### src/design/cct_pkg.sv
// constants for the capture/compare timer block
package cct_pkg;
	// register byte addresses on the bus
	localparam logic [7:0] ADDR_TMR_LO  = 8'h00; // timer_count_low
	localparam logic [7:0] ADDR_TMR_HI  = 8'h04; // timer_count_high
	localparam logic [7:0] ADDR_TCTL    = 8'h08; // timer_control_register
	localparam logic [7:0] ADDR_CC_LO   = 8'h0C; // capture_compare low byte
	localparam logic [7:0] ADDR_CC_HI   = 8'h10; // capture_compare high byte
	localparam logic [7:0] ADDR_UCTL    = 8'h14; // unit_control_register
	localparam logic [7:0] ADDR_FLAG    = 8'h18; // peripheral_flag_register
	localparam logic [7:0] ADDR_ENA     = 8'h1C; // peripheral_enable_register
	localparam logic [7:0] ADDR_DIR     = 8'h20; // port_c_direction
	localparam logic [7:0] ADDR_PDAT    = 8'h24; // port c data latch
	// timer_control_register bits
	localparam int TCTL_ON      = 0; // timer runs
	localparam int TCTL_EXT     = 1; // count external clock pin
	localparam int TCTL_NOSYNC  = 2; // timer_sync_disable
	localparam int TCTL_OSC     = 3; // timer_osc_enable
	// flag / enable bits
	localparam int FLAG_OVF     = 0; // timer overflow
	localparam int FLAG_UNIT    = 2; // unit_irq_flag
	localparam int PIN_BIT      = 2; // port c bit of the unit pin
	// unit_mode_field codes
	localparam logic [3:0] MODE_OFF   = 4'h0;
	localparam logic [3:0] CAP_FALL   = 4'h4;
	localparam logic [3:0] CAP_RISE   = 4'h5;
	localparam logic [3:0] CAP_DIV4   = 4'h6;
	localparam logic [3:0] CAP_DIV16  = 4'h7;
	localparam logic [3:0] CMP_HIGH   = 4'h8;
	localparam logic [3:0] CMP_LOW    = 4'h9;
	// last prescaler counts before a capture
	localparam logic [3:0] DIV4_LAST  = 4'h3;
	localparam logic [3:0] DIV16_LAST = 4'hF;
	// reset values
	localparam logic [7:0] DIR_RESET  = 8'hFF; // all pins input
	localparam logic [7:0] ZERO_BYTE  = 8'h00;
	// bus responses
	localparam logic [1:0] RESP_OKAY   = 2'b00;
	localparam logic [1:0] RESP_SLVERR = 2'b10;
endpackage

### src/design/cct_top.sv
// capture/compare unit with 16-bit timer behind an AXI4-Lite slave
// Functional notes
// - capture copies full timer into pair
// - mode picks fall, rise, 4th, 16th rise
// - capture sets unit flag until cleared
// - new capture overwrites unread old value
// - output pin write can cause capture
// - mode change may give spurious interrupt
// - prescaler cleared when off, non-capture, reset
// - prescaler switch keeps count, may interrupt
// - compare match drives pin high/low/unchanged
// - compare flag set with pin action
// - clearing control forces compare latch low
// - sync-disable still syncs count clock, overflow wakes
// - async timer not a capture/compare base
// - timer byte reads always return valid value
// - oscillator enable starts low-power oscillator
`timescale 1ns/1ps
module cct_top
	import cct_pkg::*;
(
	input  wire logic        clk_sys,
	input  wire logic        rst_n,
	input  wire logic [7:0]  s_axi_awaddr,
	input  wire logic        s_axi_awvalid,
	output logic             s_axi_awready,
	input  wire logic [31:0] s_axi_wdata,
	input  wire logic [3:0]  s_axi_wstrb,
	input  wire logic        s_axi_wvalid,
	output logic             s_axi_wready,
	output logic [1:0]       s_axi_bresp,
	output logic             s_axi_bvalid,
	input  wire logic        s_axi_bready,
	input  wire logic [7:0]  s_axi_araddr,
	input  wire logic        s_axi_arvalid,
	output logic             s_axi_arready,
	output logic [31:0]      s_axi_rdata,
	output logic [1:0]       s_axi_rresp,
	output logic             s_axi_rvalid,
	input  wire logic        s_axi_rready,
	input  wire logic        capture_compare_pin_i,
	output logic             capture_compare_pin_o,
	output logic             capture_compare_pin_oe_n,
	input  wire logic        timer_ext_clk_i,
	output logic             timer_osc_enable_o,
	output logic             unit_irq_o,
	output logic             timer_wake_o
);
	// address match, shared by the read and write decoders
	function automatic logic hit(input logic [7:0] a, input logic [7:0] r);
		hit = (a == r);
	endfunction
	// any register: word aligned and inside the map
	function automatic logic mapped(input logic [7:0] a);
		mapped = (a[1:0] == 2'b00) && (a <= ADDR_PDAT);
	endfunction
	// bus slave state
	logic        aw_free_q;    // doubles as awready
	logic        w_free_q;     // doubles as wready
	logic [7:0]  aw_addr_q;    // held write address
	logic [7:0]  w_data_q;     // held low byte of write data
	logic        w_lane_q;     // low byte lane enabled
	logic        bvalid_q;     // write answer pending
	logic [1:0]  bresp_q;      // write answer code
	logic        ar_free_q;    // doubles as arready
	logic        rvalid_q;     // read answer pending
	logic [1:0]  rresp_q;      // read answer code
	logic [31:0] rdata_q;      // read answer data
	// block state
	logic [15:0] timer_q;      // timer_count_pair
	logic [7:0]  tctl_q;       // timer_control_register
	logic [15:0] cc_q;         // capture_compare_register
	logic [3:0]  mode_q;       // unit_mode_field
	logic [7:0]  flag_q;       // peripheral_flag_register
	logic [7:0]  ena_q;        // peripheral_enable_register
	logic [7:0]  dir_q;        // port_c_direction
	logic [7:0]  pdat_q;       // port c data latch
	logic        cmp_latch_q;  // compare output latch
	logic [3:0]  pre_q;        // capture prescaler counter
	logic        src_prev_q;   // last capture source sample
	logic        eq_prev_q;    // compare equality last cycle
	logic [1:0]  pin_sync_q;   // pin synchroniser
	logic [1:0]  ext_sync_q;   // external count clock synchroniser
	logic        ext_prev_q;   // last synced count clock
	logic        pin_o_q, pin_oe_n_q;     // registered pin drive
	logic        irq_q, wake_q, osc_q;    // registered status lines
	// bus decode
	wire wr_go = !aw_free_q && !w_free_q && !bvalid_q;
	wire rd_go = s_axi_arvalid && ar_free_q;
	wire wr_lo = wr_go && w_lane_q;
	wire w_tlo  = wr_lo && hit(aw_addr_q, ADDR_TMR_LO);
	wire w_thi  = wr_lo && hit(aw_addr_q, ADDR_TMR_HI);
	wire w_tctl = wr_lo && hit(aw_addr_q, ADDR_TCTL);
	wire w_clo  = wr_lo && hit(aw_addr_q, ADDR_CC_LO);
	wire w_chi  = wr_lo && hit(aw_addr_q, ADDR_CC_HI);
	wire w_uctl = wr_lo && hit(aw_addr_q, ADDR_UCTL);
	wire w_flag = wr_lo && hit(aw_addr_q, ADDR_FLAG);
	wire w_ena  = wr_lo && hit(aw_addr_q, ADDR_ENA);
	wire w_dir  = wr_lo && hit(aw_addr_q, ADDR_DIR);
	wire w_pdat = wr_lo && hit(aw_addr_q, ADDR_PDAT);
	wire aw_map = mapped(aw_addr_q);
	// read mux; bytes sit in the low lane, upper bits read zero
	wire [7:0] ra = s_axi_araddr;
	wire [7:0] rd_byte =
		hit(ra, ADDR_TMR_LO) ? timer_q[7:0] :
		hit(ra, ADDR_TMR_HI) ? timer_q[15:8] :
		hit(ra, ADDR_TCTL)   ? tctl_q :
		hit(ra, ADDR_CC_LO)  ? cc_q[7:0] :
		hit(ra, ADDR_CC_HI)  ? cc_q[15:8] :
		hit(ra, ADDR_UCTL)   ? {4'h0, mode_q} :
		hit(ra, ADDR_FLAG)   ? flag_q :
		hit(ra, ADDR_ENA)    ? ena_q :
		hit(ra, ADDR_DIR)    ? dir_q :
		hit(ra, ADDR_PDAT)   ? pdat_q : ZERO_BYTE;
	wire rd_map = mapped(ra);
	// mode decode
	wire [3:0] mode_d = w_uctl ? w_data_q[3:0] : mode_q;
	wire is_cap  = (mode_q[3:2] == 2'b01);
	wire is_cmp  = mode_q[3];
	wire cap_nxt = (mode_d[3:2] == 2'b01);
	// timer clocking; async mode counts the raw synced edge but
	// is then no time base for the unit
	wire ext_rise = ext_sync_q[1] && !ext_prev_q;
	wire async_m  = tctl_q[TCTL_EXT] && tctl_q[TCTL_NOSYNC];
	wire base_ok  = !async_m;
	wire tick = tctl_q[TCTL_ON] && (tctl_q[TCTL_EXT] ? ext_rise : 1'b1);
	wire ovf  = tick && (timer_q == 16'hFFFF);
	wire [15:0] timer_inc = tick ? timer_q + 16'h0001 : timer_q;
	// a bus write wins over a coinciding increment
	wire [15:0] timer_d = {w_thi ? w_data_q : timer_inc[15:8],
		w_tlo ? w_data_q : timer_inc[7:0]};
	// capture source: pin when input, own drive when output
	wire src = dir_q[PIN_BIT] ? pin_sync_q[1] : pin_o_q;
	wire fall = src_prev_q && !src;
	wire rise = !src_prev_q && src;
	wire pre_hit = (mode_q == CAP_DIV4) ? (pre_q == DIV4_LAST)
		: (pre_q == DIV16_LAST);
	wire cap_ev = is_cap && base_ok && (
		(mode_q == CAP_FALL) ? fall :
		(mode_q == CAP_RISE) ? rise : (rise && pre_hit));
	// prescaler: cleared off/out of capture, kept across capture modes
	wire [3:0] pre_d = (!cap_nxt) ? 4'h0 :
		(is_cap && rise && mode_q[1]) ?
			(pre_hit ? 4'h0 : pre_q + 4'h1) : pre_q;
	// compare match fires once on entering equality
	wire eq = (cc_q == timer_q) && base_ok;
	wire cmp_ev = is_cmp && eq && !eq_prev_q;
	wire cmp_latch_d =
		(w_uctl && w_data_q[3:0] == MODE_OFF) ? 1'b0 :
		(cmp_ev && mode_q == CMP_HIGH) ? 1'b1 :
		(cmp_ev && mode_q == CMP_LOW)  ? 1'b0 : cmp_latch_q;
	wire [7:0] pdat_d = w_pdat ? w_data_q : pdat_q;
	wire [7:0] dir_d  = w_dir ? w_data_q : dir_q;
	wire pin_o_d = mode_d[3] ? cmp_latch_d : pdat_d[PIN_BIT];
	// flags: hardware set wins over a software clear (write 0)
	wire [7:0] flag_set = {5'h0, cap_ev || cmp_ev, 1'b0, ovf};
	wire [7:0] flag_keep = w_flag ? (flag_q & w_data_q) : flag_q;
	wire [7:0] flag_d = flag_keep | flag_set;
	wire [7:0] ena_d  = w_ena ? w_data_q : ena_q;
	wire [7:0] tctl_d = w_tctl ? w_data_q : tctl_q;
	// write address and data channels, taken in either order
	always_ff @(posedge clk_sys)
	begin
		if (!rst_n)
		begin
			aw_free_q <= 1'b1;
			w_free_q  <= 1'b1;
			aw_addr_q <= ZERO_BYTE;
			w_data_q  <= ZERO_BYTE;
			w_lane_q  <= 1'b0;
		end
		else
		begin
			// hold address until the answer is taken
			if (s_axi_awvalid && aw_free_q)
			begin
				aw_free_q <= 1'b0;
				aw_addr_q <= s_axi_awaddr;
			end
			else if (s_axi_bvalid && s_axi_bready)
				aw_free_q <= 1'b1;
			// hold data likewise
			if (s_axi_wvalid && w_free_q)
			begin
				w_free_q <= 1'b0;
				w_data_q <= s_axi_wdata[7:0];
				w_lane_q <= s_axi_wstrb[0];
			end
			else if (s_axi_bvalid && s_axi_bready)
				w_free_q <= 1'b1;
		end
	end
	// write answer, one cycle after both halves are held
	always_ff @(posedge clk_sys)
	begin
		if (!rst_n)
		begin
			bvalid_q <= 1'b0;
			bresp_q  <= RESP_OKAY;
		end
		else if (wr_go)
		begin
			bvalid_q <= 1'b1;
			bresp_q  <= aw_map ? RESP_OKAY : RESP_SLVERR;
		end
		else if (s_axi_bready)
			bvalid_q <= 1'b0;
	end
	// read channel, answer one cycle after the address is taken
	always_ff @(posedge clk_sys)
	begin
		if (!rst_n)
		begin
			ar_free_q <= 1'b1;
			rvalid_q  <= 1'b0;
			rresp_q   <= RESP_OKAY;
			rdata_q   <= 32'h0000_0000;
		end
		else if (rd_go)
		begin
			ar_free_q <= 1'b0;
			rvalid_q  <= 1'b1;
			rresp_q   <= rd_map ? RESP_OKAY : RESP_SLVERR;
			rdata_q   <= {24'h00_0000, rd_byte};
		end
		else if (rvalid_q && s_axi_rready)
		begin
			ar_free_q <= 1'b1;
			rvalid_q  <= 1'b0;
		end
	end
	// pin and count clock synchronisers
	always_ff @(posedge clk_sys)
	begin
		if (!rst_n)
		begin
			pin_sync_q <= 2'b00;
			ext_sync_q <= 2'b00;
			ext_prev_q <= 1'b0;
		end
		else
		begin
			pin_sync_q <= {pin_sync_q[0], capture_compare_pin_i};
			ext_sync_q <= {ext_sync_q[0], timer_ext_clk_i};
			ext_prev_q <= ext_sync_q[1];
		end
	end
	// timer, control and capture/compare pair
	always_ff @(posedge clk_sys)
	begin
		if (!rst_n)
		begin
			timer_q <= 16'h0000;
			tctl_q  <= ZERO_BYTE;
			cc_q    <= 16'h0000;
			mode_q  <= MODE_OFF;
		end
		else
		begin
			timer_q <= timer_d;
			tctl_q  <= tctl_d;
			mode_q  <= mode_d;
			// capture overwrites any unread value
			if (cap_ev)
				cc_q <= timer_q;
			else
			begin
				if (w_clo)
					cc_q[7:0] <= w_data_q;
				if (w_chi)
					cc_q[15:8] <= w_data_q;
			end
		end
	end
	// unit state, flags and registered outputs
	always_ff @(posedge clk_sys)
	begin
		if (!rst_n)
		begin
			pre_q       <= 4'h0;
			src_prev_q  <= 1'b0;
			eq_prev_q   <= 1'b0;
			cmp_latch_q <= 1'b0;
			flag_q      <= ZERO_BYTE;
			ena_q       <= ZERO_BYTE;
			dir_q       <= DIR_RESET;
			pdat_q      <= ZERO_BYTE;
			pin_o_q     <= 1'b0;
			pin_oe_n_q  <= 1'b1;
			irq_q       <= 1'b0;
			wake_q      <= 1'b0;
			osc_q       <= 1'b0;
		end
		else
		begin
			pre_q       <= pre_d;
			src_prev_q  <= src;
			eq_prev_q   <= eq;
			cmp_latch_q <= cmp_latch_d;
			flag_q      <= flag_d;
			ena_q       <= ena_d;
			dir_q       <= dir_d;
			pdat_q      <= pdat_d;
			// pin level and unit flag move on the same edge
			pin_o_q     <= pin_o_d;
			pin_oe_n_q  <= dir_d[PIN_BIT];
			// enable gates spurious mode-change flags off the line
			irq_q       <= flag_d[FLAG_UNIT] && ena_d[FLAG_UNIT];
			// overflow in async mode may wake the core
			wake_q      <= flag_d[FLAG_OVF] && ena_d[FLAG_OVF]
				&& tctl_d[TCTL_NOSYNC];
			osc_q       <= tctl_d[TCTL_OSC];
		end
	end
	// port drives
	assign s_axi_awready            = aw_free_q;
	assign s_axi_wready             = w_free_q;
	assign s_axi_bvalid             = bvalid_q;
	assign s_axi_bresp              = bresp_q;
	assign s_axi_arready            = ar_free_q;
	assign s_axi_rvalid             = rvalid_q;
	assign s_axi_rresp              = rresp_q;
	assign s_axi_rdata              = rdata_q;
	assign capture_compare_pin_o    = pin_o_q;
	assign capture_compare_pin_oe_n = pin_oe_n_q;
	assign timer_osc_enable_o       = osc_q;
	assign unit_irq_o               = irq_q;
	assign timer_wake_o             = wake_q;
endmodule

### config.mk
export PLATFORM = sky130hd
export DESIGN_NAME = cct_top
export DESIGN_NICKNAME = d
export VERILOG_FILES = /design/src/design/cct_pkg.sv /design/src/design/cct_top.sv
export SDC_FILE = /design/constraint.sdc
export NUM_CORES = 1
export LEC_CHECK = 0
export ABC_AREA = 1
export BUFFER_PORTS_ARGS = -buffer_cell sky130_fd_sc_hd__buf_4
export CAP_MARGIN = 20
export CORE_MARGIN = 1
export CORE_UTILIZATION = 58
export CTS_BUF_LIST = sky130_fd_sc_hd__clkbuf_8
export CTS_CLUSTER_SIZE = 25
export DETAILED_ROUTE_END_ITERATION = 6
export PLACE_DENSITY = 0.82
export SYNTH_ARGS = -nofsm -noshare
export SYNTH_HDL_FRONTEND = slang
export SYNTH_SLANG_ARGS = --single-unit
export TNS_END_PERCENT = 5
### constraint.sdc
create_clock -name clk_sys -period 2.47 [get_ports clk_sys]
set_input_delay 0.6175 -clock clk_sys [delete_from_list [all_inputs] [get_ports clk_sys]]
set_output_delay 0.6175 -clock clk_sys [all_outputs]
set_load 0.01 [all_outputs]
# Yosys cells after proc, flatten, opt, wreduce, memory -nomap -nowiden
# Index checks and enable logic that the tools add are counted.
[classes]
order_cmp = 2
shifts = 0
add_sub_neg = 2
bitwise_logic = 2
muxes = 42
n_mul = 0
reduce_logical = 63
n_eq_ne = 29
div = 0
[op_table]
columns = ["cell", "n"]
rows = [
  ["two-way mux 8 bit", 15],
  ["== test 8 x 5 -> 1 bit, second input constant", 8],
  ["logical AND 1 bit", 40],
  ["== test 8 x 4 -> 1 bit, second input constant", 4],
  ["== test 8 x 6 -> 1 bit, second input constant", 4],
  ["two-way mux 16 bit", 2],
  ["two-way mux 1 bit", 18],
  ["adder 16 x 1 -> 16 bit, second input constant", 1],
  ["== test 16 bit", 1],
  ["== test 16 bit, second input constant", 1],
  ["== test 8 x 3 -> 1 bit, second input constant", 2],
  ["less-or-equal comparator 8 x 6 -> 1 bit, second input constant", 2],
  ["logical NOT 8 bit", 2],
  ["nonzero test 2 bit", 8],
  ["== test 4 x 3 -> 1 bit, second input constant", 3],
  ["== test 4 bit, second input constant", 3],
  ["two-way mux 4 bit", 3],
  ["AND 8 bit", 1],
  ["logical NOT 1 bit", 8],
  ["bitwise OR 8 x 3 -> 8 bit", 1],
  ["two-way mux 3 bit", 2],
  ["adder 4 x 1 -> 4 bit, second input constant", 1],
  ["== test 2 x 1 -> 1 bit, second input constant", 2],
  ["== test 4 x 2 -> 1 bit, second input constant", 1],
  ["other kinds (5)", 7],
]
[totals]
latch_bits = 0
inputBits = 61
out_inout_bits = 46
word_cells = 177
mem_bits_rw = 0
ff_bits = 126
mem_count = 0
romBits = 0

# Longest topological paths before layout
# Gate-level depths: netlist of the first run.
[depth]
depth_word = 11
mapped_depth = 15
depth_no_buf = 14

# Least setup slack after synthesis of the first run
# OpenSTA, ideal clock, no wires.
[synth_path]
kind = "input to register"
start = "input s_axi_araddr[5]"
end = "register rdata_q[4] (netlist: s_axi_rdata[4])"
slack_ns = 0.652
cell_stages = 9
setup_time_ns = 0.132
arrival_ns = 1.686
cell_sequence = "inv_1 -> nand2_1 -> nor2_1 -> buf_2 -> nand3_1 -> a21boi_0 -> nand4_1 -> nand2_1 -> a21oi_1"
[synth_via]
elab_chain_cells = 11
word_cells_on_any_way = 20
[synth_lines]
columns = ["element", "line_no", "source"]
rows = [
  ["start, declared", "cct_top.sv:34", "input wire logic [7:0] s_axi_araddr,"],
  ["== test 8 x 6 -> 1 bit", "cct_top.sv:51", "hit = (a == r);"],
  ["two-way mux 8 bit", "cct_top.sv:114", "hit(ra, ADDR_PDAT) ? pdat_q : ZERO_BYTE;"],
  ["two-way mux 8 bit", "cct_top.sv:113", "hit(ra, ADDR_DIR) ? dir_q :"],
  ["two-way mux 8 bit", "cct_top.sv:112", "hit(ra, ADDR_ENA) ? ena_q :"],
  ["two-way mux 8 bit", "cct_top.sv:111", "hit(ra, ADDR_FLAG) ? flag_q :"],
  ["two-way mux 8 bit", "cct_top.sv:110", "hit(ra, ADDR_UCTL) ? {4'h0, mode_q} :"],
  ["two-way mux 8 bit", "cct_top.sv:109", "hit(ra, ADDR_CC_HI) ? cc_q[15:8] :"],
  ["two-way mux 8 bit", "cct_top.sv:108", "hit(ra, ADDR_CC_LO) ? cc_q[7:0] :"],
  ["two-way mux 8 bit", "cct_top.sv:107", "hit(ra, ADDR_TCTL) ? tctl_q :"],
  ["two-way mux 8 bit", "cct_top.sv:106", "hit(ra, ADDR_TMR_HI) ? timer_q[15:8] :"],
  ["two-way mux 8 bit (*)", "cct_top.sv:105", "hit(ra, ADDR_TMR_LO) ? timer_q[7:0] :"],
  ["end signal, assigned", "cct_top.sv:224", "rdata_q <= {24'h00_0000, rd_byte};"],
  ["end, declared", "cct_top.sv:68", "logic [31:0] rdata_q;"],
]
# Mark *: on every way between the ends. The rest lies on a longest branch, timed or not.
# A chain may end at the register's enable or synchronous reset.

==> key figures, run 1 <==
Route
  • Vias after detailed routing: between 6000 and 7000
  • DRT Pass-1 Iters: 5
  • Routed len/inst: between 15 and 20 um
  • Via-to-Cell Ratio: approximately 5.6
  • Post-route DRC violation count: 0
  • Count of nets left with antenna violations after detail routing: 0
  • Number of DRC markers in iteration 0: ~530
  • Routed WL: 17.6 mm

Floorplan
  • Ports: between 100 and 150
  • Initial core utilization: 0.606
  • Core area: about 11000 um^2
  • Die footprint: ~11000 um^2
  • Die boundary width: 107 um
  • Height of the die: approximately 110 um
  • Number of placement rows: 37

STA
  • Number of endpoints failing setup at the final stage: 0
  • Share of the clock period used by the worst path after layout: 0.820
  • Maximum clock skew at final layout: roughly 0.014 ns
  • Minimum clock period: about 2.0 ns
  • Worst slew margin: 0.495
  • Unrepaired setup endpoints after global routing: false
  • Worst slew pin tran: 0.754 ns
  • Hold Vio Cnt, Final: 0
  • Number of pins exceeding their max-slew limit in the final report: 0
  • Post-Route Setup TNS: 0 ns
  • Fmax: ~500 MHz

Power and ir drop
  • Worst vdd ir: 0.599 mV
  • Leakage dissipation: 3.24 nW
  • Total power density per cell area: about 600 nW/um^2
  • Total chip power: 4.35 mW

Logic synthesis
  • Syn Inst Count: roughly 930
  • Cell Area, Synth: 6370 um^2
  • Register area share after synthesis: 0.386
  • Syn Area/Cell: approximately 6.9 um^2
  • Number of warnings printed during yosys synthesis: 0
  • Yosys reg bits: 123
  • Number of enable-type register cells in the synthesized netlist: 0
  • Asr flop ratio synth: 0
  • Primary FF master, synth: sky130_fd_sc_hd__dfxtp_1
  • Yosys cell types: 44

Critical path
  • Worst R2R Path Depth: 12
  • Reg-to-reg startpoint: capture_compare_pin_oe_n$_SDFFE_PN1P_
  • Capturing point of the worst reg2reg path: cc_q[14]$_SDFFE_PN0P_
  • Bufs and invs on worst path: 3
  • Crit Path Max Fanout: 34
  • Kind of critical path: flip-flop to flip-flop
  • Critical path's largest stage delay: around 0.45 ns
  • Cell-by-cell listing of the critical path: nor2_1 > a21oi_1 > nand2_1 > inv_1 > nor2_1 > nor2_1 > nand2_4 > inv_4 > nand2_1 > nand3_1 > nand2_1 > inv_1
  • Critical Path Slowest Stage Cell: sky130_fd_sc_hd__dfxtp_1
  • Kind of end point of the critical path: flip-flop
  • Largest delay share family, worst path: simple AND/OR/NAND/NOR gates
  • Register-to-register setup slack: ~0.44 ns
  • Data arrival time of the worst path: approximately 2.4 ns
  • Kind of launch point of the worst setup path: flip-flop
  • Req. time, crit path: ~2.9 ns

GRT
  • GRT Util Overall: 0.324
  • Wire length of the first global-routing pass: 28.5 mm
  • GRT Residual Overflow: 0
  • Largest net degree at the start of global routing: around 80
  • Number of antenna violations at the first check in global routing: 0
  • Vias in the first global route: ~5800

Clock tree
  • H-tree levels: 4
  • Clock tree from TritonCTS: built
  • Maximum buffer depth of the clock tree: 2
  • # resized after CTS: 0
  • Hold-fix buffers, CTS: 0
  • Clock edge transition at the registers on the reported setup and hold paths: about 0.07 ns
  • CTS sink count: 123
  • Master cell of the clock root buffer: sky130_fd_sc_hd__clkbuf_8
  • CTS buffer count: 17
  • Worst-Skew Late Latency: 0.44 ns
  • Number of setup buffers added after CTS: 0

Layout
  • Number of antenna cells inserted: 0
  • Number of nets in the final layout: between 1000 and 1500
  • Layout cell share with drive strength beyond 1: 0.142
  • Final core utilization: 0.688
  • P&R area growth vs syn: 13.5%
  • Final design area excluding fillers: between 7000 and 8000 um^2

Worst hold path
  • HP Class: primary input to flip-flop
  • Critical hold path startpoint: capture_compare_pin_i
  • Destination of the worst hold path: pin_sync_q[0]$_SDFF_PN0_
  • Count of cells along the worst hold path: 3

Placed design
  • Area post-placement: roughly 6800 um^2
  • Quantity of I/O buffers inserted on ports: between 50 and 60
  • Routability congestion estimate: between 0.9 and 1
  • Detailed-placement wirelength estimate: 12.4 mm

Job
  • Max-capacitance violation count: 0

Outcome
  • Result of the run: completed
cell type report:
class                      instances  area, um^2
fill                             943        3280
multi-input combinational        651        3200
sequential                       123        2460
timing repair buffer              69         531
inverter                         117         442
clock buffer                      17         234
clock inverter                    15         198
tap                              136         170
worst register-to-register path, cell delays in order (launching register included):
cell,delay (ns)
sky130_fd_sc_hd__dfxtp_1,0.45
sky130_fd_sc_hd__nor2_1,0.08
sky130_fd_sc_hd__a21oi_1,0.22
sky130_fd_sc_hd__nand2_1,0.08
sky130_fd_sc_hd__inv_1,0.07
sky130_fd_sc_hd__nor2_1,0.04
sky130_fd_sc_hd__nor2_1,0.19
sky130_fd_sc_hd__nand2_4,0.26
sky130_fd_sc_hd__inv_4,0.28
sky130_fd_sc_hd__nand2_1,0.09
sky130_fd_sc_hd__nand3_1,0.08
sky130_fd_sc_hd__nand2_1,0.06
sky130_fd_sc_hd__inv_1,0.06
power breakdown:
| part | total [mW] | switching, mW | leakage (nW) | internal, mW |
|---|---|---|---|---|
| Sequential | 2.08 | 0.0534 | 0.998 | 2.02 |
| Clock | 1.95 | 0.857 | 0.206 | 1.10 |
| Combinational | 0.315 | 0.212 | 2.04 | 0.103 |
| Total | 4.35 | 1.12 | 3.24 | 3.22 |
layer usage:
metal	wire length [um]	track usage
met1	7640	0.427
met2	7870	0.517
met3	1540	0.0748
met4	522	0.122
met5	0	0
state kept, by name, indices dropped and copies added, names as in the netlist, 7 cells and up:
name	flops
aw_addr_q	8
cc_q	16
dir_q	7
ena_q	8
flag_q	8
pdat_q	8
s_axi_rdata	8
tctl_q	8
timer_q	16
w_data_q	8
per-stage QoR:
step	std cells	setup slack (ns)	hold WS [ns]
detailed placement	1096	0.304	0.404
global route	1128	0.265	0.346
finish	1128	0.444	0.354
CTS	1128	0.463	0.342
global placement	1096	0.296	0.395
floorplan	953	0.652	0.390
cells in the mapped netlist (all sizes together) (11+ instances only):
library cell / number / area [um^2]
a211oi: 11 / 87.6
dfxtp: 123 / 2460
inv: 115 / 434
nand2: 198 / 761
buf: 45 / 303
a21oi: 76 / 384
xor2: 15 / 131
nand3: 89 / 460
nor3: 14 / 116
o21ai: 64 / 320
o211ai: 11 / 82.6
clkbuf: 17 / 63.8
nand4: 19 / 119
nor2: 103 / 434
logic make-up (layout without fill, tap and decap cells):
kind of cell	Yosys count	in the layout	share of synthesized area
AOI/OAI and AO/OA	177	177	0.154
xor gates and xnor gates	17	17	0.0234
adders and majority gates	2	2	0.00393
buffers and inverters	179	218	0.127
DFF	123	123	0.386
other	1	26	0.000588
and+or+nand+nor	429	429	0.305
layout by cell type (no fill, tap or decap), types with 2 or more instances in the layout:
cell	count
sky130_fd_sc_hd__clkbuf_8	17
sky130_fd_sc_hd__nand3_1	86
sky130_fd_sc_hd__o211ai_1	11
sky130_fd_sc_hd__nor2_4	5
sky130_fd_sc_hd__a31oi_1	2
sky130_fd_sc_hd__inv_2	8
sky130_fd_sc_hd__inv_6	2
sky130_fd_sc_hd__inv_1	107
sky130_fd_sc_hd__nor2_2	4
sky130_fd_sc_hd__xor2_1	15
sky130_fd_sc_hd__a21boi_0	3
sky130_fd_sc_hd__nand2_1	193
sky130_fd_sc_hd__xnor2_1	2
sky130_fd_sc_hd__dfxtp_1	123
sky130_fd_sc_hd__clkinv_1	2
sky130_fd_sc_hd__clkinvlp_4	5
sky130_fd_sc_hd__or2_2	2
sky130_fd_sc_hd__clkinv_2	2
sky130_fd_sc_hd__nor3_1	6
sky130_fd_sc_hd__nor2_1	94
sky130_fd_sc_hd__nand2_2	4
sky130_fd_sc_hd__nor3_2	7
sky130_fd_sc_hd__ha_1	2
sky130_fd_sc_hd__o21ai_1	7
sky130_fd_sc_hd__o22ai_1	5
sky130_fd_sc_hd__bufinv_16	4
sky130_fd_sc_hd__o31ai_1	2
sky130_fd_sc_hd__nand4_1	19
sky130_fd_sc_hd__buf_4	68
sky130_fd_sc_hd__o21ai_0	57
sky130_fd_sc_hd__nor4_2	2
sky130_fd_sc_hd__a21oi_1	75
sky130_fd_sc_hd__nand3_2	3
sky130_fd_sc_hd__a211oi_1	10
sky130_fd_sc_hd__conb_1	26
how the worst max path moves through the flow:
stage	start	endpoint	slack (ns)	cells after the start
3_5_place_dp	s_axi_araddr[0]	s_axi_rdata[4]$_SDFFE_PN0P_	0.30	9
4_1_cts	capture_compare_pin_oe_n$_SDFFE_PN1P_	cc_q[14]$_SDFFE_PN0P_	0.46	12
5_1_grt	capture_compare_pin_oe_n$_SDFFE_PN1P_	cc_q[14]$_SDFFE_PN0P_	0.27	12
6_report	capture_compare_pin_oe_n$_SDFFE_PN1P_	cc_q[14]$_SDFFE_PN0P_	0.44	12
2_1_floorplan	s_axi_araddr[5]	s_axi_rdata[4]$_SDFFE_PN0P_	0.65	9
3_3_place_gp	s_axi_araddr[0]	s_axi_rdata[4]$_SDFFE_PN0P_	0.30	9
Power figures use the tool's default switching activity.
==> inputs of run 2 (changes only) <==
==> constraint.sdc (replaced) <==
create_clock -name clk_sys -period 2.1 [get_ports clk_sys]
set_input_delay 0.525 -clock clk_sys [delete_from_list [all_inputs] [get_ports clk_sys]]
set_output_delay 0.525 -clock clk_sys [all_outputs]
set_load 0.01 [all_outputs]
==> key figures, run 2 (same netlist as run 1, synthesis figures left out) <==
Clock tree
  • Hold-fix buffers, CTS: 0 (unchanged)
  • Master cell of the clock root buffer: sky130_fd_sc_hd__clkbuf_8
  • H-tree levels: 4 (unchanged)
  • Worst-Skew Late Latency: 0.45 ns (about the same)
  • Maximum buffer depth of the clock tree: 2 (unchanged)
  • CTS buffer count: 17 (unchanged)
  • Clock edge transition at the registers on the reported setup and hold paths: 0.07 ns (about the same)
  • # resized after CTS: 0 (unchanged)
  • Number of setup buffers added after CTS: 0 (unchanged)
  • CTS sink count: 123 (unchanged)
  • Clock tree from TritonCTS: built

Route
  • Routed WL: 17.7 mm (+0.73%)
  • Wire length on met3: 1.78 mm (+16%)
  • Top layer in use: met4
  • Via-to-Cell Ratio: 5.60 (+0.42%)
  • Post-route DRC violation count: 0 (unchanged)
  • DRT Pass-1 Iters: 5 (unchanged)
  • WL met2: 7.85 mm (-0.20%)
  • Wire length on met1: 7.37 mm (-3.5%)
  • Number of DRC markers in iteration 0: 496 (-7.1%)
  • Vias after detailed routing: 6412 (+2.0%)
  • Routed len/inst: 15.4 um (-0.85%)
  • Count of nets left with antenna violations after detail routing: 0 (unchanged)

Critical path
  • Kind of end point of the critical path: flip-flop
  • Bufs and invs on worst path: 0 (-3)
  • Worst R2R Path Depth: 9 (-3)
  • Kind of critical path: flip-flop to flip-flop
  • Kind of launch point of the worst setup path: flip-flop
  • Cell depth of the worst setup path: 9 (-3)
  • Cell-by-cell listing of the critical path: ha_1 > nand3_1 > nor2_1 > nand3_1 > nor2_1 > nand4_1 > nor2_1 > a21oi_1 > nor3_1
  • Largest delay share family, worst path: simple AND/OR/NAND/NOR gates
  • Cell with the most instances on the worst path: sky130_fd_sc_hd__nor2_1
  • Data arrival time of the worst path: 2.32 ns (-0.09 ns)
  • Critical path's largest stage delay: 0.46 ns (about the same)
  • Req. time, crit path: 2.45 ns (-0.41 ns)
  • Crit Path Max Fanout: 6 (-82%)
  • Critical Path Slowest Stage Cell: sky130_fd_sc_hd__dfxtp_1

Layout
  • Area taken by flip-flops and latches: 2460 um^2 (unchanged)
  • Layout cell share with drive strength beyond 1: 0.155 (+0.0133)
  • Area of the multi-input gates: 3200 um^2 (unchanged)
  • Non-filler instance count after layout: 1146 (+1.6%)
  • Number of inserted filler cells in the final layout: 876 (-7.1%)
  • Most used cells in the layout excluding fill and tap cells: 193 x sky130_fd_sc_hd__nand2_1, 123 x sky130_fd_sc_hd__dfxtp_1, 109 x sky130_fd_sc_hd__inv_1, 94 x sky130_fd_sc_hd__nor2_1, 88 x sky130_fd_sc_hd__buf_4
  • Number of antenna cells inserted: 0 (unchanged)
  • Biggest registers after layout: cc_q (16), timer_q (16)
  • P&R area growth vs syn: 14.9%
  • Final core utilization: 0.697 (+0.00833)
  • Number of nets in the final layout: 1061 (+1.8%)
  • Final design area excluding fillers: 7320 um^2 (+1.2%)
  • Most common cell after layout, fill and taps aside: sky130_fd_sc_hd__nand2_1

Placed design
  • Routability congestion estimate: 0.961 (-0.46%)
  • Placed Cells incl. Taps: 1115 (+1.7%)
  • Area post-placement: 6930 um^2 (+1.9%)
  • Dpl ws: 0.118 ns (-0.187 ns)
  • Detailed-placement wirelength estimate: 12.8 mm (+3.0%)
  • Quantity of I/O buffers inserted on ports: 53 (unchanged)

STA
  • Maximum clock skew at final layout: 0.00748 ns (-0.00665 ns)
  • Setup slack of the critical path after layout: 0.137 ns (-0.307 ns)
  • Hold Vio Cnt, Final: 0 (unchanged)
  • Number of pins exceeding their max-slew limit in the final report: 0 (unchanged)
  • Number of endpoints failing setup at the final stage: 0 (unchanged)
  • Unrepaired setup endpoints after global routing: false
  • Worst slew margin: 0.616 (+0.121)
  • Worst slew pin tran: 0.575 ns (-0.179 ns)
  • Post-Route Setup TNS: 0 ns (unchanged)
  • Final-layout worst hold slack: 0.254 ns (-0.0995 ns)
  • Fmax: 509 MHz (+3.2%)
  • Minimum clock period: 1.96 ns (-0.0626 ns)
  • Share of the clock period used by the worst path after layout: 0.935 (+0.115)

Power and ir drop
  • Worst vdd ir: 0.514 mV (-14%)
  • Total chip power: 4.91 mW (+13%)
  • Total power density per cell area: 670 nW/um^2 (+12%)
  • Leakage dissipation: 3.34 nW (+3.0%)

GRT
  • Largest net degree at the start of global routing: 33 (-60%)
  • Number of antenna violations at the first check in global routing: 0 (unchanged)
  • GRT Residual Overflow: 0 (unchanged)
  • Vias in the first global route: 5840 (+1.5%)
  • GRT Util Overall: 0.331 (+0.00688)
  • Wire length of the first global-routing pass: 29.0 mm (+1.6%)

Floorplan
  • Core area: 10500 um^2 (unchanged)
  • Initial core utilization: 0.606 (unchanged)
  • Die footprint: 11400 um^2 (unchanged)
  • Number of placement rows: 37 (unchanged)
  • Height of the die: 107 um (unchanged)
  • Ports: 107 (unchanged)
  • Die boundary width: 107 um (unchanged)

Job
  • Max-capacitance violation count: 0 (unchanged)

Worst hold path
  • HP Class: primary input to flip-flop
  • Count of cells along the worst hold path: 3 (unchanged)

Outcome
  • Result of the run: completed
[run 2: cell type report]
class	count	area share
well taps	136	0.0232
flip-flops and latches	123	0.336
inverters	117	0.0603
clock buffers	21	0.0395
clock inverters	10	0.0137
repair buffers	88	0.0903
multi-input cells	651	0.437
[run 2: tightest hold or removal path, stage by stage]
cell	delay (ns)
sky130_fd_sc_hd__buf_4	0.07
sky130_fd_sc_hd__nand2_1	0.04
sky130_fd_sc_hd__inv_1	0.04
[run 2: worst paths after layout]
check | from | endpoint | slack [ns]
worst max-delay path | timer_q[1]$_SDFFE_PN0P_ | timer_wake_o$_SDFF_PN0_ | 0.14
worst min-delay path | capture_compare_pin_i | pin_sync_q[0]$_SDFF_PN0_ | 0.25
worst max register to register | timer_q[1]$_SDFFE_PN0P_ | timer_wake_o$_SDFF_PN0_ | 0.14
worst min register to register | ext_sync_q[1]$_SDFF_PN0_ | ext_prev_q$_SDFF_PN0_ | 0.42
[run 2: metal layers]
metal | global-route usage | up-vias
met4 | 0.161 | 0
met3 | 0.0881 | 64
met5 | 0 | -
li1 | - | 3116
met1 | 0.422 | 2889
met2 | 0.518 | 343
[run 2: power by group]
group	leakage [nW]	switching (mW)	internal, mW
registers	0.998	0.0492	2.38
logic	2.13	0.261	0.129
clock network	0.215	0.933	1.15
total	3.34	1.24	3.66
==> inputs of run 3 (changes only) <==
--- a/config.mk
+++ b/config.mk
@@ -9,11 +9,10 @@
 export BUFFER_PORTS_ARGS = -buffer_cell sky130_fd_sc_hd__buf_4
 export CAP_MARGIN = 20
 export CORE_MARGIN = 1
-export CORE_UTILIZATION = 58
+export CORE_UTILIZATION = 35
 export CTS_BUF_LIST = sky130_fd_sc_hd__clkbuf_8
 export CTS_CLUSTER_SIZE = 25
 export DETAILED_ROUTE_END_ITERATION = 6
-export PLACE_DENSITY = 0.82
 export SYNTH_ARGS = -nofsm -noshare
 export SYNTH_HDL_FRONTEND = slang
 export SYNTH_SLANG_ARGS = --single-unit
==> constraint.sdc (replaced) <==
create_clock -name clk_sys -period 2.4 [get_ports clk_sys]
set_input_delay 0.6 -clock clk_sys [delete_from_list [all_inputs] [get_ports clk_sys]]
set_output_delay 0.6 -clock clk_sys [all_outputs]
set_load 0.01 [all_outputs]
==> key figures, run 3 (same netlist as run 1, synthesis figures left out) <==
GRT
  • GRT Util Overall: 0.211 (-0.120)
  • Wire length of the first global-routing pass: 29.6 mm (+2.1%)
  • Global-route track usage on met1: 0.302 (-0.120)
  • GRT Residual Overflow: 0 (unchanged)
  • Global Route met2 Usage: 0.308 (-0.211)
  • Global Route met3 Usage: 0.0470 (-0.0411)
  • Vias in the first global route: 5435 (-6.9%)
  • Largest net degree at the start of global routing: 82 (+150%)
  • Number of antenna violations at the first check in global routing: 0 (unchanged)
  • Routing layer with the top usage in global route: met2

Route
  • Number of DRC markers in iteration 0: 693 (+40%)
  • Routed len/inst: 15.1 um (-2.3%)
  • Count of nets left with antenna violations after detail routing: 0 (unchanged)
  • Routed WL: 18.5 mm (+4.4%)
  • Vias after detailed routing: 6116 (-4.6%)
  • DRT Pass-1 Iters: 5 (unchanged)
  • Via-to-Cell Ratio: 4.99 (-11%)
  • Post-route DRC violation count: 0 (unchanged)

STA
  • Number of endpoints failing setup at the final stage: 0 (unchanged)
  • Hold Vio Cnt, Final: 0 (unchanged)
  • Number of pins exceeding their max-slew limit in the final report: 0 (unchanged)
  • Post-Route Setup TNS: 0 ns (unchanged)
  • Worst slew pin tran: 0.638 ns (+0.0636 ns)
  • Unrepaired setup endpoints after global routing: false
  • Minimum clock period: 2.01 ns (+0.0457 ns)
  • Worst slew margin: 0.574 (-0.0421)
  • Fmax: 498 MHz (-2.3%)
  • Share of the clock period used by the worst path after layout: 0.837 (-0.0978)
  • Maximum clock skew at final layout: 0.0122 ns (+0.00468 ns)

Floorplan
  • Die footprint: 18700 um^2 (+64%)
  • Core area: 17500 um^2 (+67%)
  • Initial core utilization: 0.363 (-0.243)
  • Number of placement rows: 48 (+30%)
  • Height of the die: 137 um (+28%)
  • Die boundary width: 137 um (+28%)
  • Ports: 107 (unchanged)

Critical path
  • Kind of critical path: flip-flop to flip-flop
  • Crit Path Max Fanout: 6 (unchanged)
  • Reg-to-reg startpoint: timer_q[1]$_SDFFE_PN0P_
  • Req. time, crit path: 2.76 ns (+0.31 ns)
  • Critical Path Start: timer_q[1]$_SDFFE_PN0P_
  • Data arrival time of the worst path: 2.37 ns (+0.05 ns)
  • Cell with the most instances on the worst path: sky130_fd_sc_hd__nor2_1
  • Critical path's largest stage delay: 0.44 ns (-0.02 ns)
  • Kind of launch point of the worst setup path: flip-flop
  • Critical Path Slowest Stage Cell: sky130_fd_sc_hd__dfxtp_1
  • Cell-by-cell listing of the critical path: ha_1 > nand3_1 > nor2_1 > nand3_1 > nor2_1 > nand4_1 > nor2_1 > a21oi_1 > nor3_1
  • Kind of end point of the critical path: flip-flop

Power and ir drop
  • Leakage dissipation: 3.26 nW (-2.4%)
  • Total power density per cell area: 569 nW/um^2 (-15%)
  • Worst vdd ir: 0.330 mV (-36%)

Clock tree
  • H-tree levels: 4 (unchanged)
  • Worst-Skew Late Latency: 0.46 ns (about the same)
  • Clock edge transition at the registers on the reported setup and hold paths: 0.08 ns (about the same)
  • Number of setup buffers added after CTS: 0 (unchanged)
  • Hold-fix buffers, CTS: 0 (unchanged)
  • Master cell of the clock root buffer: sky130_fd_sc_hd__clkbuf_8
  • Maximum buffer depth of the clock tree: 2 (unchanged)
  • CTS sink count: 123 (unchanged)
  • CTS buffer count: 17 (unchanged)
  • # resized after CTS: 0 (unchanged)
  • Clock tree from TritonCTS: built

Worst hold path
  • HP Class: primary input to flip-flop
  • Critical hold path startpoint: capture_compare_pin_i

Layout
  • Final core utilization: 0.418 (-0.279)
  • Most used cells in the layout excluding fill and tap cells: 193 x sky130_fd_sc_hd__nand2_1, 123 x sky130_fd_sc_hd__dfxtp_1, 109 x sky130_fd_sc_hd__inv_1, 94 x sky130_fd_sc_hd__nor2_1, 86 x sky130_fd_sc_hd__nand3_1
  • P&R area growth vs syn: 15.0%
  • Layout cell share with drive strength beyond 1: 0.147 (-0.00845)
  • Area of the multi-input gates: 3200 um^2 (unchanged)
  • Most common cell after layout, fill and taps aside: sky130_fd_sc_hd__nand2_1
  • Biggest registers after layout: cc_q (16), timer_q (16)
  • Number of nets in the final layout: 1050 (-1.0%)
  • Number of antenna cells inserted: 0 (unchanged)
  • Area taken by flip-flops and latches: 2460 um^2 (unchanged)
  • Number of inserted filler cells in the final layout: 1871 (+110%)

Placed design
  • Routability congestion estimate: 0.886 (-7.7%)
  • Detailed-placement wirelength estimate: 13.4 mm (+5.3%)
  • Quantity of I/O buffers inserted on ports: 53 (unchanged)

Job
  • Max-capacitance violation count: 0 (unchanged)

Outcome
  • Result of the run: completed
run 3: worst paths after layout:
kind	endpoint	slack (ns)	depth (start not counted)
max	timer_wake_o$_SDFF_PN0_	0.39	9
min	pin_sync_q[0]$_SDFF_PN0_	0.32	3
max reg2reg	timer_wake_o$_SDFF_PN0_	0.39	9
min reg2reg	ext_sync_q[1]$_SDFF_PN0_	0.41	2
run 3: metal layers:
layer | up-vias | wire length (um)
met5 | - | 0
met4 | 0 | 347
met3 | 28 | 1280
met2 | 224 | 7890
met1 | 2772 | 8960
li1 | 3092 | -
run 3: final cells by class:
| type | count | area share |
|---|---|---|
| multi-input combinational | 651 | 0.436 |
| sequential | 123 | 0.336 |
| timing repair buffer | 77 | 0.0806 |
| inverter | 117 | 0.0603 |
| tap | 225 | 0.0384 |
| clock buffer | 18 | 0.0338 |
| clock inverter | 14 | 0.0149 |
run 3: critical path, delay by kind of cell (launching register included):
| family | cells | cell delay [ns] |
|---|---|---|
| AOI/OAI and AO/OA | 1 | 0.14 |
| adders and majority gates | 1 | 0.23 |
| DFF | 1 | 0.44 |
| and+or+nand+nor | 7 | 1.10 |
run 3: metrics by stage:
step / std cells / total power [mW] / hold WS [ns] / cell area [um^2] / setup slack (ns)
finish: 1225 / 4.17 / 0.324 / 7330 / 0.391
CTS: 1225 / 4.19 / 0.311 / 7330 / 0.390
floorplan: 953 / 2.39 / 0.390 / 6470 / 0.599
detailed placement: 1193 / 2.52 / 0.399 / 6970 / 0.239
global route: 1225 / 4.34 / 0.318 / 7330 / 0.119
global placement: 1193 / 2.51 / 0.394 / 6970 / 0.226
run 3: power breakdown:
group	switching, mW	internal [mW]	total [mW]
Combinational	0.225	0.112	0.337
Sequential	0.0516	2.08	2.13
Clock	0.873	0.825	1.70
